`config.mk`:
```
export PLATFORM = sky130hd
export DESIGN_NAME = eifp_top
export DESIGN_NICKNAME = d
export VERILOG_FILES = /design/src/rtl/eifp_pkg.sv /design/src/rtl/eifp_det_if.sv /design/src/rtl/eifp_top.sv /design/src/rtl/eifp_detect.sv /design/src/rtl/eifp_flag_bank.sv
export VERILOG_INCLUDE_DIRS = /design/src /design/src/rtl
export SDC_FILE = /design/constraint.sdc
export NUM_CORES = 1
export LEC_CHECK = 0
export ABC_AREA = 1
export BUFFER_PORTS_ARGS = -buffer_cell sky130_fd_sc_hd__buf_2
export CORE_AREA = 2 2 129 93
export DETAILED_ROUTE_END_ITERATION = 8
export DIE_AREA = 0 0 131 95
export HOLD_SLACK_MARGIN = 0.02
export PLACE_DENSITY_LB_ADDON = 0.08
export RECOVER_POWER = 50
export SLEW_MARGIN = 10
export SYNTH_ARGS = -nofsm -noshare
export SYNTH_HDL_FRONTEND = slang
export SYNTH_HIERARCHICAL = 1
export SYNTH_SLANG_ARGS = --single-unit
export TNS_END_PERCENT = 5
```
`constraint.sdc`:
```
create_clock -name pclk -period 1.5 [get_ports pclk]
set_input_delay 0.3 -clock pclk [delete_from_list [all_inputs] [get_ports pclk]]
set_output_delay 0.3 -clock pclk [all_outputs]
set_load 0.005 [all_outputs]
```
`src/rtl/eifp_defines.svh`:
```
// Purpose: Offsets, field positions and reset values of the request controller
// Assumes: Register index times four gives the APB byte address
// Notes:   Definitions only
`ifndef EIFP_DEFINES_SVH
`define EIFP_DEFINES_SVH
`define EIFP_IDX_SENSE    8'hF4
`define EIFP_IDX_ENABLE   8'hF5
`define EIFP_IDX_FLAGS    8'hF6
`define EIFP_IDX_PRIO_A   8'hF8
`define EIFP_IDX_PRIO_B   8'hF9
`define EIFP_IDX_EVT_STAT 8'hFA
`define EIFP_IDX_EVT_CLR  8'hFB
`define EIFP_IDX_EVT_EN   8'hFC
`define EIFP_RST_BYTE     8'h00
`define EIFP_RST_REQ      6'h00
`define EIFP_PRIO_B_MASK  8'hE6
`define EIFP_PA_REQ0      3'h7
`define EIFP_PA_REQ1      3'h6
`define EIFP_PA_REQ23     3'h5
`define EIFP_PA_REQ45     3'h4
`define EIFP_PA_WDOG_REF  3'h3
`define EIFP_PA_TMR0      3'h2
`define EIFP_PA_TMR1      3'h1
`define EIFP_PA_TMR2      3'h0
`define EIFP_PB_TMR3      3'h7
`define EIFP_PB_TMR4      3'h6
`define EIFP_PB_DMA       3'h5
`define EIFP_PB_SER1      3'h2
`define EIFP_PB_ADC       3'h1
`endif

```
`src/rtl/eifp_pkg.sv`:
```
// Purpose: Shared types of the request controller
// Assumes: Used with package-qualified names only
// Notes:   Register select codes for the APB decode
`default_nettype none
package eifp_pkg;
   // Which register an APB address hits
   typedef enum logic [3:0] {
      EIFP_SEL_NONE = 4'h0, EIFP_SEL_SENSE = 4'h1, EIFP_SEL_ENABLE = 4'h2,
      EIFP_SEL_FLAGS = 4'h3, EIFP_SEL_PRIO_A = 4'h4, EIFP_SEL_PRIO_B = 4'h5,
      EIFP_SEL_EVT_STAT = 4'h6, EIFP_SEL_EVT_CLR = 4'h7, EIFP_SEL_EVT_EN = 4'h8
   } eifp_sel_t;
endpackage : eifp_pkg
`default_nettype wire

```
`src/rtl/eifp_det_if.sv`:
```
// Purpose: Carries pin conditions and flag controls between block parts
// Assumes: All signals on pclk
// Notes:   One bit per request input
`default_nettype none
interface eifp_det_if #(parameter int N = 6);
   logic [N-1:0] in_low;   // Synchronised input is low
   logic [N-1:0] fall;     // One-cycle falling edge
   logic [N-1:0] sense;    // 1 edge mode, 0 level mode
   logic [N-1:0] ack;      // Exception handling pulse
   logic [N-1:0] sw_clr;   // Armed software clear
   logic [N-1:0] flag;     // Status flags
   modport det  (output in_low, output fall);
   modport bank (input in_low, input fall, input sense, input ack, input sw_clr,
                 output flag);
endinterface : eifp_det_if
`default_nettype wire

```
`src/rtl/eifp_top.sv`:
```
// Purpose: External request controller with APB registers
// Assumes: pclk 100 MHz, presetn asynchronous active low, APB slave
//
// Chosen here: register access over APB.
`include "eifp_defines.svh"
`default_nettype none
module eifp_top #(
   parameter int N      = 6,
   parameter int ADDR_W = 12
) (
   input  wire logic              pclk,
   input  wire logic              presetn,
   input  wire logic              psel,
   input  wire logic              penable,
   input  wire logic              pwrite,
   input  wire logic [ADDR_W-1:0] paddr,
   input  wire logic [31:0]       pwdata,
   input  wire logic [3:0]        pstrb,
   output logic      [31:0]       prdata,
   output logic                   pready,
   output logic                   pslverr,
   input  wire logic [N-1:0]      ext_req_input,
   input  wire logic [N-1:0]      exc_ack,
   output logic      [N-1:0]      core_req,
   output logic      [N-1:0]      req_prio,
   output logic                   watchdog_ref_prio,
   output logic      [4:0]        timer_prio,
   output logic                   dma_prio,
   output logic                   serial1_prio,
   output logic                   adc_prio,
   output logic                   irq
);
   // The decode and bit mapping are built for six inputs only
   if (N != 6)
   begin : g_bad_n
      $error("eifp_top supports N = 6 only");
   end
   if (ADDR_W < 10)
   begin : g_bad_addr
      $error("eifp_top needs ADDR_W of at least 10");
   end

   // Software visible registers and internal state flops
   logic [N-1:0]        sense_reg;     // Edge or level per input
   logic [N-1:0]        enable_reg;    // Per input enable
   logic [7:0]          prio_a_reg;    // First priority register
   logic [7:0]          prio_b_reg;    // Second priority register
   logic [N-1:0]        evt_stat_reg;  // Sticky flag-raise events
   logic [N-1:0]        evt_en_reg;    // Event interrupt enables
   logic [N-1:0]        armed_reg;     // Flags read as one
   logic [N-1:0]        flag_prev_reg; // Flags one cycle ago
   logic [N-1:0]        core_req_reg;  // Registered core requests
   logic                irq_reg;       // Registered interrupt level
   // APB answer flops
   logic [31:0]         prdata_reg;
   logic                pready_reg;
   logic                pslverr_reg;
   // Decode and strobes
   eifp_pkg::eifp_sel_t sel_c;         // Register hit by paddr
   logic                setup_c;       // APB setup cycle
   logic                access_c;      // Completing access edge
   logic                wr_c;          // Completing write, low lane
   logic                rd_c;          // Completing read
   logic [7:0]          wbyte_c;       // Write data, low byte
   logic [31:0]         rd_mux_c;      // Read data of addressed register
   logic [N-1:0]        evt_set_c;     // Flags rising this cycle
   logic [N-1:0]        flag_w;        // Flags from the bank

   eifp_det_if #(.N(N)) dif ();

   // Pin synchronisers and edge finders
   eifp_detect #(.N(N)) u_detect (
      .pclk    (pclk),
      .presetn (presetn),
      .pin_in  (ext_req_input),
      .dif     (dif)
   );

   // Status flags
   eifp_flag_bank #(.N(N)) u_bank (
      .pclk    (pclk),
      .presetn (presetn),
      .dif     (dif)
   );

   // Controls toward the bank
   assign dif.sense = sense_reg;
   assign dif.ack   = exc_ack;
   // Armed read-one then write-zero clear; ones are ignored
   assign dif.sw_clr = (wr_c && sel_c == eifp_pkg::EIFP_SEL_FLAGS)
                       ? (armed_reg & ~wbyte_c[N-1:0]) : '0;
   assign flag_w = dif.flag;

   // Address decode; byte address is four times the index
   always_comb
   begin
      sel_c = eifp_pkg::EIFP_SEL_NONE;
      if (paddr[1:0] == 2'h0 && paddr[ADDR_W-1:2] == (ADDR_W-2)'(`EIFP_IDX_SENSE))
         sel_c = eifp_pkg::EIFP_SEL_SENSE;
      else if (paddr[1:0] == 2'h0 && paddr[ADDR_W-1:2] == (ADDR_W-2)'(`EIFP_IDX_ENABLE))
         sel_c = eifp_pkg::EIFP_SEL_ENABLE;
      else if (paddr[1:0] == 2'h0 && paddr[ADDR_W-1:2] == (ADDR_W-2)'(`EIFP_IDX_FLAGS))
         sel_c = eifp_pkg::EIFP_SEL_FLAGS;
      else if (paddr[1:0] == 2'h0 && paddr[ADDR_W-1:2] == (ADDR_W-2)'(`EIFP_IDX_PRIO_A))
         sel_c = eifp_pkg::EIFP_SEL_PRIO_A;
      else if (paddr[1:0] == 2'h0 && paddr[ADDR_W-1:2] == (ADDR_W-2)'(`EIFP_IDX_PRIO_B))
         sel_c = eifp_pkg::EIFP_SEL_PRIO_B;
      else if (paddr[1:0] == 2'h0 && paddr[ADDR_W-1:2] == (ADDR_W-2)'(`EIFP_IDX_EVT_STAT))
         sel_c = eifp_pkg::EIFP_SEL_EVT_STAT;
      else if (paddr[1:0] == 2'h0 && paddr[ADDR_W-1:2] == (ADDR_W-2)'(`EIFP_IDX_EVT_CLR))
         sel_c = eifp_pkg::EIFP_SEL_EVT_CLR;
      else if (paddr[1:0] == 2'h0 && paddr[ADDR_W-1:2] == (ADDR_W-2)'(`EIFP_IDX_EVT_EN))
         sel_c = eifp_pkg::EIFP_SEL_EVT_EN;
   end

   // Transfer phases; the answer is ready in the first access cycle
   assign setup_c  = psel & ~penable;
   assign access_c = psel & penable & pready_reg;
   assign wr_c     = access_c & pwrite & pstrb[0] & ~pslverr_reg;
   assign rd_c     = access_c & ~pwrite & ~pslverr_reg;
   assign wbyte_c  = pwdata[7:0];

   // Read multiplexer; unused bits read zero, clear register reads zero
   always_comb
   begin
      rd_mux_c = 32'h0000_0000;
      unique case (sel_c)
         eifp_pkg::EIFP_SEL_SENSE:    rd_mux_c[N-1:0] = sense_reg;
         eifp_pkg::EIFP_SEL_ENABLE:   rd_mux_c[N-1:0] = enable_reg;
         eifp_pkg::EIFP_SEL_FLAGS:    rd_mux_c[N-1:0] = flag_w;
         eifp_pkg::EIFP_SEL_PRIO_A:   rd_mux_c[7:0]   = prio_a_reg;
         eifp_pkg::EIFP_SEL_PRIO_B:   rd_mux_c[7:0]   = prio_b_reg;
         eifp_pkg::EIFP_SEL_EVT_STAT: rd_mux_c[N-1:0] = evt_stat_reg;
         eifp_pkg::EIFP_SEL_EVT_EN:   rd_mux_c[N-1:0] = evt_en_reg;
         default:                     rd_mux_c        = 32'h0000_0000;
      endcase
   end

   // APB answer: data and error captured in setup, pready high one cycle
   always_ff @(posedge pclk or negedge presetn)
   begin
      if (!presetn)
      begin
         pready_reg  <= 1'b0;
         pslverr_reg <= 1'b0;
         prdata_reg  <= 32'h0000_0000;
      end
      else
      begin
         pready_reg <= setup_c;
         if (setup_c)
         begin
            // Unmapped addresses answer with an error, no effect
            pslverr_reg <= (sel_c == eifp_pkg::EIFP_SEL_NONE);
            prdata_reg  <= pwrite ? 32'h0000_0000 : rd_mux_c;
         end
         else
         begin
            pslverr_reg <= 1'b0;
         end
      end
   end

   // Sense select register
   always_ff @(posedge pclk or negedge presetn)
   begin
      if (!presetn)
         sense_reg <= `EIFP_RST_REQ;
      else if (wr_c && sel_c == eifp_pkg::EIFP_SEL_SENSE)
         sense_reg <= wbyte_c[N-1:0];
   end

   // Enable register, bits 5..0
   always_ff @(posedge pclk or negedge presetn)
   begin
      if (!presetn)
         enable_reg <= `EIFP_RST_REQ;
      else if (wr_c && sel_c == eifp_pkg::EIFP_SEL_ENABLE)
         enable_reg <= wbyte_c[N-1:0];
   end

   // Priority registers; reserved bits of the second stay zero
   always_ff @(posedge pclk or negedge presetn)
   begin
      if (!presetn)
      begin
         prio_a_reg <= `EIFP_RST_BYTE;
         prio_b_reg <= `EIFP_RST_BYTE;
      end
      else if (wr_c && sel_c == eifp_pkg::EIFP_SEL_PRIO_A)
         prio_a_reg <= wbyte_c;
      else if (wr_c && sel_c == eifp_pkg::EIFP_SEL_PRIO_B)
         prio_b_reg <= wbyte_c & `EIFP_PRIO_B_MASK;
   end

   // Arming: a read records which flags were seen at one;
   // any write to the flags disarms, so one read permits one clear
   always_ff @(posedge pclk or negedge presetn)
   begin
      if (!presetn)
         armed_reg <= `EIFP_RST_REQ;
      else if (rd_c && sel_c == eifp_pkg::EIFP_SEL_FLAGS)
         armed_reg <= prdata_reg[N-1:0];
      else if (wr_c && sel_c == eifp_pkg::EIFP_SEL_FLAGS)
         armed_reg <= `EIFP_RST_REQ;
   end

   // Core requests gated by enables, registered for a clean output
   always_ff @(posedge pclk or negedge presetn)
   begin
      if (!presetn)
         core_req_reg <= `EIFP_RST_REQ;
      else
         core_req_reg <= flag_w & enable_reg;
   end

   // Event status: a flag rising is the event; set beats clear
   assign evt_set_c = flag_w & ~flag_prev_reg;
   always_ff @(posedge pclk or negedge presetn)
   begin
      if (!presetn)
      begin
         flag_prev_reg <= `EIFP_RST_REQ;
         evt_stat_reg  <= `EIFP_RST_REQ;
      end
      else
      begin
         flag_prev_reg <= flag_w;
         if (wr_c && sel_c == eifp_pkg::EIFP_SEL_EVT_CLR)
            evt_stat_reg <= (evt_stat_reg & ~wbyte_c[N-1:0]) | evt_set_c;
         else
            evt_stat_reg <= evt_stat_reg | evt_set_c;
      end
   end

   // Event enable register
   always_ff @(posedge pclk or negedge presetn)
   begin
      if (!presetn)
         evt_en_reg <= `EIFP_RST_REQ;
      else if (wr_c && sel_c == eifp_pkg::EIFP_SEL_EVT_EN)
         evt_en_reg <= wbyte_c[N-1:0];
   end

   // Interrupt level; one cycle behind status, traded for a flop output
   always_ff @(posedge pclk or negedge presetn)
   begin
      if (!presetn)
         irq_reg <= 1'b0;
      else
         irq_reg <= |(evt_stat_reg & evt_en_reg);
   end

   // Outputs
   assign prdata  = prdata_reg;
   assign pready  = pready_reg;
   assign pslverr = pslverr_reg;
   assign core_req = core_req_reg;
   assign irq      = irq_reg;
   // First priority register fans out per source
   assign req_prio[0]   = prio_a_reg[`EIFP_PA_REQ0];
   assign req_prio[1]   = prio_a_reg[`EIFP_PA_REQ1];
   assign req_prio[2]   = prio_a_reg[`EIFP_PA_REQ23];
   assign req_prio[3]   = prio_a_reg[`EIFP_PA_REQ23];
   assign req_prio[4]   = prio_a_reg[`EIFP_PA_REQ45];
   assign req_prio[5]   = prio_a_reg[`EIFP_PA_REQ45];
   assign watchdog_ref_prio = prio_a_reg[`EIFP_PA_WDOG_REF];
   // Timer channels 0..2 sit in bits 2..0 in reverse order
   assign timer_prio[0] = prio_a_reg[`EIFP_PA_TMR0];
   assign timer_prio[1] = prio_a_reg[`EIFP_PA_TMR1];
   assign timer_prio[2] = prio_a_reg[`EIFP_PA_TMR2];
   // Second priority register
   assign timer_prio[3] = prio_b_reg[`EIFP_PB_TMR3];
   assign timer_prio[4] = prio_b_reg[`EIFP_PB_TMR4];
   assign dma_prio      = prio_b_reg[`EIFP_PB_DMA];
   assign serial1_prio  = prio_b_reg[`EIFP_PB_SER1];
   assign adc_prio      = prio_b_reg[`EIFP_PB_ADC];

   // Checks
   a_req_gate : assert property (@(posedge pclk) disable iff (!presetn)
      core_req == ($past(flag_w) & $past(enable_reg)))
      else $error("core request not flag and enable");
   a_enable_blocks : assert property (@(posedge pclk) disable iff (!presetn)
      !enable_reg[0] |=> !core_req[0]) else $error("disabled input requested");
   a_unarmed_keep : assert property (@(posedge pclk) disable iff (!presetn)
      wr_c && sel_c == eifp_pkg::EIFP_SEL_FLAGS && !armed_reg[0] && flag_w[0]
      && !exc_ack[0] |=> flag_w[0]) else $error("flag cleared without read");
   a_armed_clear : assert property (@(posedge pclk) disable iff (!presetn)
      wr_c && sel_c == eifp_pkg::EIFP_SEL_FLAGS && armed_reg[0] && !wbyte_c[0]
      && !dif.in_low[0] && !dif.fall[0] |=> !flag_w[0]) else $error("armed clear lost");
   a_one_keeps : assert property (@(posedge pclk) disable iff (!presetn)
      wr_c && sel_c == eifp_pkg::EIFP_SEL_FLAGS && wbyte_c[0] && flag_w[0]
      && !exc_ack[0] |=> flag_w[0]) else $error("write one changed flag");
   a_prio_map : assert property (@(posedge pclk) disable iff (!presetn)
      wr_c && sel_c == eifp_pkg::EIFP_SEL_PRIO_A |=> req_prio[0] == $past(pwdata[7])
      && timer_prio[0] == $past(pwdata[2])) else $error("priority mapping wrong");
   a_apb_ready : assert property (@(posedge pclk) disable iff (!presetn)
      setup_c |=> pready ##1 !pready) else $error("pready not one cycle");
   // Enable must still stand when status reaches the level flop
   a_irq_level : assert property (@(posedge pclk) disable iff (!presetn)
      evt_set_c[0] && evt_en_reg[0] ##1 evt_en_reg[0] |=> irq)
      else $error("irq not raised");

   // Register and interrupt checks
   // No enabled status, so the level drops a cycle later
   a_irq_quiet : assert property (@(posedge pclk) disable iff (!presetn)
      (evt_stat_reg & evt_en_reg) == '0 |=> !irq) else $error("irq without status");
   // Status bits are sticky until a clear write names them
   a_evt_sticky : assert property (@(posedge pclk) disable iff (!presetn)
      evt_stat_reg[0] && !(wr_c && sel_c == eifp_pkg::EIFP_SEL_EVT_CLR)
      |=> evt_stat_reg[0]) else $error("event status lost");
   // A one in the clear register drops the bit unless a new event lands
   a_evt_clear : assert property (@(posedge pclk) disable iff (!presetn)
      wr_c && sel_c == eifp_pkg::EIFP_SEL_EVT_CLR && wbyte_c[0] && !evt_set_c[0]
      |=> !evt_stat_reg[0]) else $error("event clear lost");
   // Level mode: a high input never raises its flag
   a_level_only : assert property (@(posedge pclk) disable iff (!presetn)
      !sense_reg[0] && !dif.in_low[0] && !flag_w[0] |=> !flag_w[0])
      else $error("level flag raised while high");
   // Edge mode: holding low after the edge raises nothing
   a_edge_only : assert property (@(posedge pclk) disable iff (!presetn)
      sense_reg[0] && !dif.fall[0] && !flag_w[0] |=> !flag_w[0])
      else $error("edge flag raised without edge");
   // Handling with input high clears a level flag
   a_level_clear : assert property (@(posedge pclk) disable iff (!presetn)
      !sense_reg[0] && exc_ack[0] && !dif.in_low[0] |=> !flag_w[0])
      else $error("level ack with input high kept flag");
   // Reserved bits of the second priority register stay zero
   a_prio_b_rsvd : assert property (@(posedge pclk) disable iff (!presetn)
      (prio_b_reg & ~`EIFP_PRIO_B_MASK) == 8'h00) else $error("reserved priority bit set");
   // An error answer only ever rides on pready
   a_error_ready : assert property (@(posedge pclk) disable iff (!presetn)
      pslverr |-> pready) else $error("error without ready");
endmodule : eifp_top
`default_nettype wire

```
`src/rtl/eifp_detect.sv`:
```
// Purpose: Synchronises request pins and finds low levels and falling edges
// Assumes: Pins are asynchronous to pclk
// Notes:   Two flops before any logic looks at a pin
`default_nettype none
module eifp_detect #(
   parameter int N = 6
) (
   input  wire logic         pclk,
   input  wire logic         presetn,
   input  wire logic [N-1:0] pin_in,
   eifp_det_if.det           dif
);
   // Pins idle high, so synchronisers reset high to avoid a false edge
   genvar g;
   for (g = 0; g < N; g++)
   begin : g_bit
      logic sync1_reg;  // Metastability catcher, read only by sync2
      logic sync2_reg;  // Stable level
      logic prev_reg;   // Level one cycle earlier
      always_ff @(posedge pclk or negedge presetn)
      begin
         if (!presetn)
         begin
            sync1_reg <= 1'b1;
            sync2_reg <= 1'b1;
            prev_reg  <= 1'b1;
         end
         else
         begin
            sync1_reg <= pin_in[g];
            sync2_reg <= sync1_reg;
            prev_reg  <= sync2_reg;
         end
      end
      assign dif.in_low[g] = ~sync2_reg;
      assign dif.fall[g]   = prev_reg & ~sync2_reg;
      // Edge pulse only where level just went low
      a_fall_pulse : assert property (@(posedge pclk) disable iff (!presetn)
         dif.fall[g] |=> !dif.fall[g]) else $error("edge pulse too long");
   end
endmodule : eifp_detect
`default_nettype wire

```
`src/rtl/eifp_flag_bank.sv`:
```
// Purpose: Status flags of the request inputs
// Assumes: Acks and clears come from logic on pclk
// Notes:   A set in the same cycle as a clear wins
`default_nettype none
module eifp_flag_bank #(
   parameter int N = 6
) (
   input  wire logic pclk,
   input  wire logic presetn,
   eifp_det_if.bank  dif
);
   genvar g;
   for (g = 0; g < N; g++)
   begin : g_flag
      logic flag_reg;  // Sticky status flag
      logic set_c;     // Setting condition
      logic clr_c;     // Clearing condition
      // Level mode sets while low, edge mode on a fall
      assign set_c = dif.sense[g] ? dif.fall[g] : dif.in_low[g];
      // Ack clears: edge mode always, level mode only with pin high
      assign clr_c = dif.sw_clr[g] | (dif.ack[g] & (dif.sense[g] | ~dif.in_low[g]));
      always_ff @(posedge pclk or negedge presetn)
      begin
         if (!presetn)
            flag_reg <= 1'b0;
         else if (set_c)
            flag_reg <= 1'b1;
         else if (clr_c)
            flag_reg <= 1'b0;
      end
      assign dif.flag[g] = flag_reg;
      a_level_set : assert property (@(posedge pclk) disable iff (!presetn)
         !dif.sense[g] && dif.in_low[g] |=> dif.flag[g]) else $error("level set lost");
      a_edge_set : assert property (@(posedge pclk) disable iff (!presetn)
         dif.sense[g] && dif.fall[g] |=> dif.flag[g]) else $error("edge set lost");
      a_edge_ack : assert property (@(posedge pclk) disable iff (!presetn)
         dif.sense[g] && dif.ack[g] && !dif.fall[g] |=> !dif.flag[g])
         else $error("edge ack did not clear");
      a_level_ack : assert property (@(posedge pclk) disable iff (!presetn)
         !dif.sense[g] && dif.ack[g] && dif.flag[g] && dif.in_low[g] |=> dif.flag[g])
         else $error("level ack cleared while low");
   end
endmodule : eifp_flag_bank
`default_nettype wire

```
==> impl_metrics.toml <==
[pwr]
p_leak_nw = 3.06
p_per_area_nw_per_um2 = 912
p_total_mw = 5.02
irDropWorstVdd_uv = 639

[min_path]
min_from = "ext_req_input[5]"
whs_path_depth = 1
min_path_type = "in2reg"
hold_end = "u_detect/g_bit[5].sync1_reg"

[timing]
post-route-period-util_pct = 103
holdWs_ps = 51.9
final.setup.tns_ps = -268
max_freq_mhz = 648
hold_viol = 0
period_needed_ps = 1540
maxSlewHeadroom_pct = 56.1
fin_skew_ps = 7.69
drv_slew = 0
worst_slack_ps = -42.3
grt_setup_unrepaired = "yes"
tightestPinTransition_ps = 658
setup_viol = 9

[setup_path]
reg2reg_depth = 7
rr_startpoint = "pready"
crit_required_ps = 1730
crit_type = "reg2reg"
reg2reg_slack_ps = -40
endpoint_kind = "flip-flop"
slowest_stage = "dfrtp_1"
r2r_end = "dif.sense[5]"
cp_max_fo = 6
critPathArrivalTime_ps = 1770
cp-start-kind = "flip-flop"
worst_path_largest_cell_delay_ps = 370
path_cells = "nand3_2 > nand3b_1 > buf_6 > nor2_4 > buf_12 > mux2i_1 > inv_1"

[floorplan]
core_area_sq_um = 11400
rows = 33
dieArea_sq_um = 12400
start_util_pct = 38.8
die_height_um = 95
pin_count = 121
dieWidth_um = 131

[drt]
via_count = 3651
drc = 0
via_per_inst = 4.59
routedWlPerCell_um = 14.3
drtPass1Iterations = 4
drt-initial-drc-count = 207
routed_wl_um = 11400
final_antenna_net_count = 0

[clock_tree]
cts_tree = "done"
cts_buffers = 9
clock_sinks = 90
clkLatencyLatePin_ps = 340
clk_pin_slew_ps = 70
cts_root_buf = "clkbuf_16"
clockBufferDepth = 2
htreeDepth = 3

[grt]
grt_max_degree = 28
grt_pass1_vias = 3305
grt_pass1_wl_um = 17500
grt_util_all_layers_pct = 19.2
antenna_found_initial = 0
grt_overflow = 0

[place]
dpl_cell_area_sq_um = 5140
hpwl_um = 8720
io_buffers = 69
gp_congestion = 0.871

[run_status]
status = "finished, violations left"
violations = "setup timing"

[layout]
nets = 698
fin_area_sq_um = 5500
final_util_pct = 48.5
antenna_cells = 0
drive_gt1_share_pct = 29.9
nFillCells = 1135
area_growth_pct = 25.0

[yosys]
seq_area_frac_synth_pct = 51.7
synth-seq-cells = 90
ys_types = 34
syn_area_sq_um = 4400
yosysWarnings = 6
syn_avg_cell_area_sq_um = 8.45
yosysTopAreaCellShare_pct = 40.9
synth_area_leaders = "dfrtp_1 41%, nand2_1 11%, dfstp_2 11%"
synth.largest_area_cell = "dfrtp_1"
syn_inst = 521

[run]
drv_cap = 0
==> per-stage QoR <==
stage               cells  setup slack [ps]
floorplan             544              52.2
global placement      777              -280
detailed placement    777              -259
CTS                   794             -64.4
global route          795              -137
finish                795             -42.3
==> Yosys cell counts <==
master,count
a21o_1,2
a21oi_1,2
a21oi_2,1
a221oi_1,1
a22o_1,1
buf_2,5
buf_4,32
buf_6,2
clkbuf_1,1
conb_1,1
dfrtp_1,72
dfstp_2,18
inv_1,82
inv_2,3
mux2i_1,6
nand2_1,133
nand2_2,2
nand2_4,2
nand3_1,35
nand3_2,1
nand3b_1,1
nand4_1,15
nand4_2,1
nor2_1,32
nor2_2,8
nor2_4,6
nor2_8,1
nor3_1,9
o21ai_0,29
o21ai_1,6
o21ai_2,8
o22ai_1,1
or2_0,1
or2_1,1
==> critical path: cells and delay by family (launching register included) <==
| kind | cells | cell delay, ps |
|---|---|---|
| simple gates | 3 | 470 |
| buf+inv | 3 | 410 |
| mux | 1 | 180 |
| flops | 1 | 370 |
==> per-layer routing <==
metal  global-route usage [%]  share of wire, %  vias up
li1                         -                 -     1804
met3                     5.95               7.1        5
met2                     26.2                41      133
met1                     30.0                51     1709
met4                     2.84              0.47        0
met5                        0                 0        -
==> layout make-up <==
cell class	count	area, sq um	share of cell area [%]
timing repair buffer	118	753	13.7
clock inverter	2	12.5	0.227
clock buffer	14	274	4.98
inverter	85	319	5.80
sequential	90	2270	41.3
multi-input combinational	329	1670	30.4
tap	157	196	3.57
==> timing repair <==
item                                    CTS  global route
gates resized for setup                   6            29
hold endpoints to repair                 17             0
pin swaps                                 0             4
setup buffers                             0             0
cloned                                    0             1
endpoints found under the setup margin   22            54
hold buffers                              1             0
==> power by group <==
| part | internal (mW) | switching, mW | total, mW |
|---|---|---|---|
| Sequential | 2.49 | 0.0293 | 2.52 |
| Combinational | 0.109 | 0.213 | 0.322 |
| Clock | 1.26 | 0.917 | 2.18 |
| Total | 3.86 | 1.16 | 5.02 |
==> worst max-delay path by stage <==
stage / start / endpoint / slack [ps] / cells after the start
final: pready / dif.sense[5] / -40 / 7
after global routing: pready / evt_stat_reg[3] / -140 / 8
after CTS: pready / dif.sense[5] / -60 / 7
after detailed placement: paddr[9] / pslverr / -260 / 12
after floorplan: pready / prio_a_reg[5] / 50 / 7
after global placement: paddr[9] / pslverr / -280 / 12
==> logic make-up (layout without fill, tap and decap cells) <==
logic type             count (synthesis)  count (layout)  share of synthesized area [%]
multiplexers                           6               6                           1.36
AND/OR/NAND/NOR                      248             248                           26.1
other                                  1              24                         0.0852
flip-flops                            90              90                           51.7
AO/OA/AOI/OAI                         51              51                           6.88
buffers and inverters                125             219                           13.9
==> cell usage in the layout, fill, tap and decap left out, drive strengths merged <==
cell and n:
a21oi 3, nand2 137, o22ai 1, conb 24
a21o 2, nand4 16, mux2i 6, buf 112
or2 2, clkbuf 19, nor3 9, dlygate4sd3 1
dfrtp 72, inv 85, nand3b 1, clkinvlp 1
clkinv 1, a221oi 1, dfstp 18, a22o 1
o21ai 43, nor2 47, nand3 36
No activity file was read; power rests on OpenSTA's default activity.
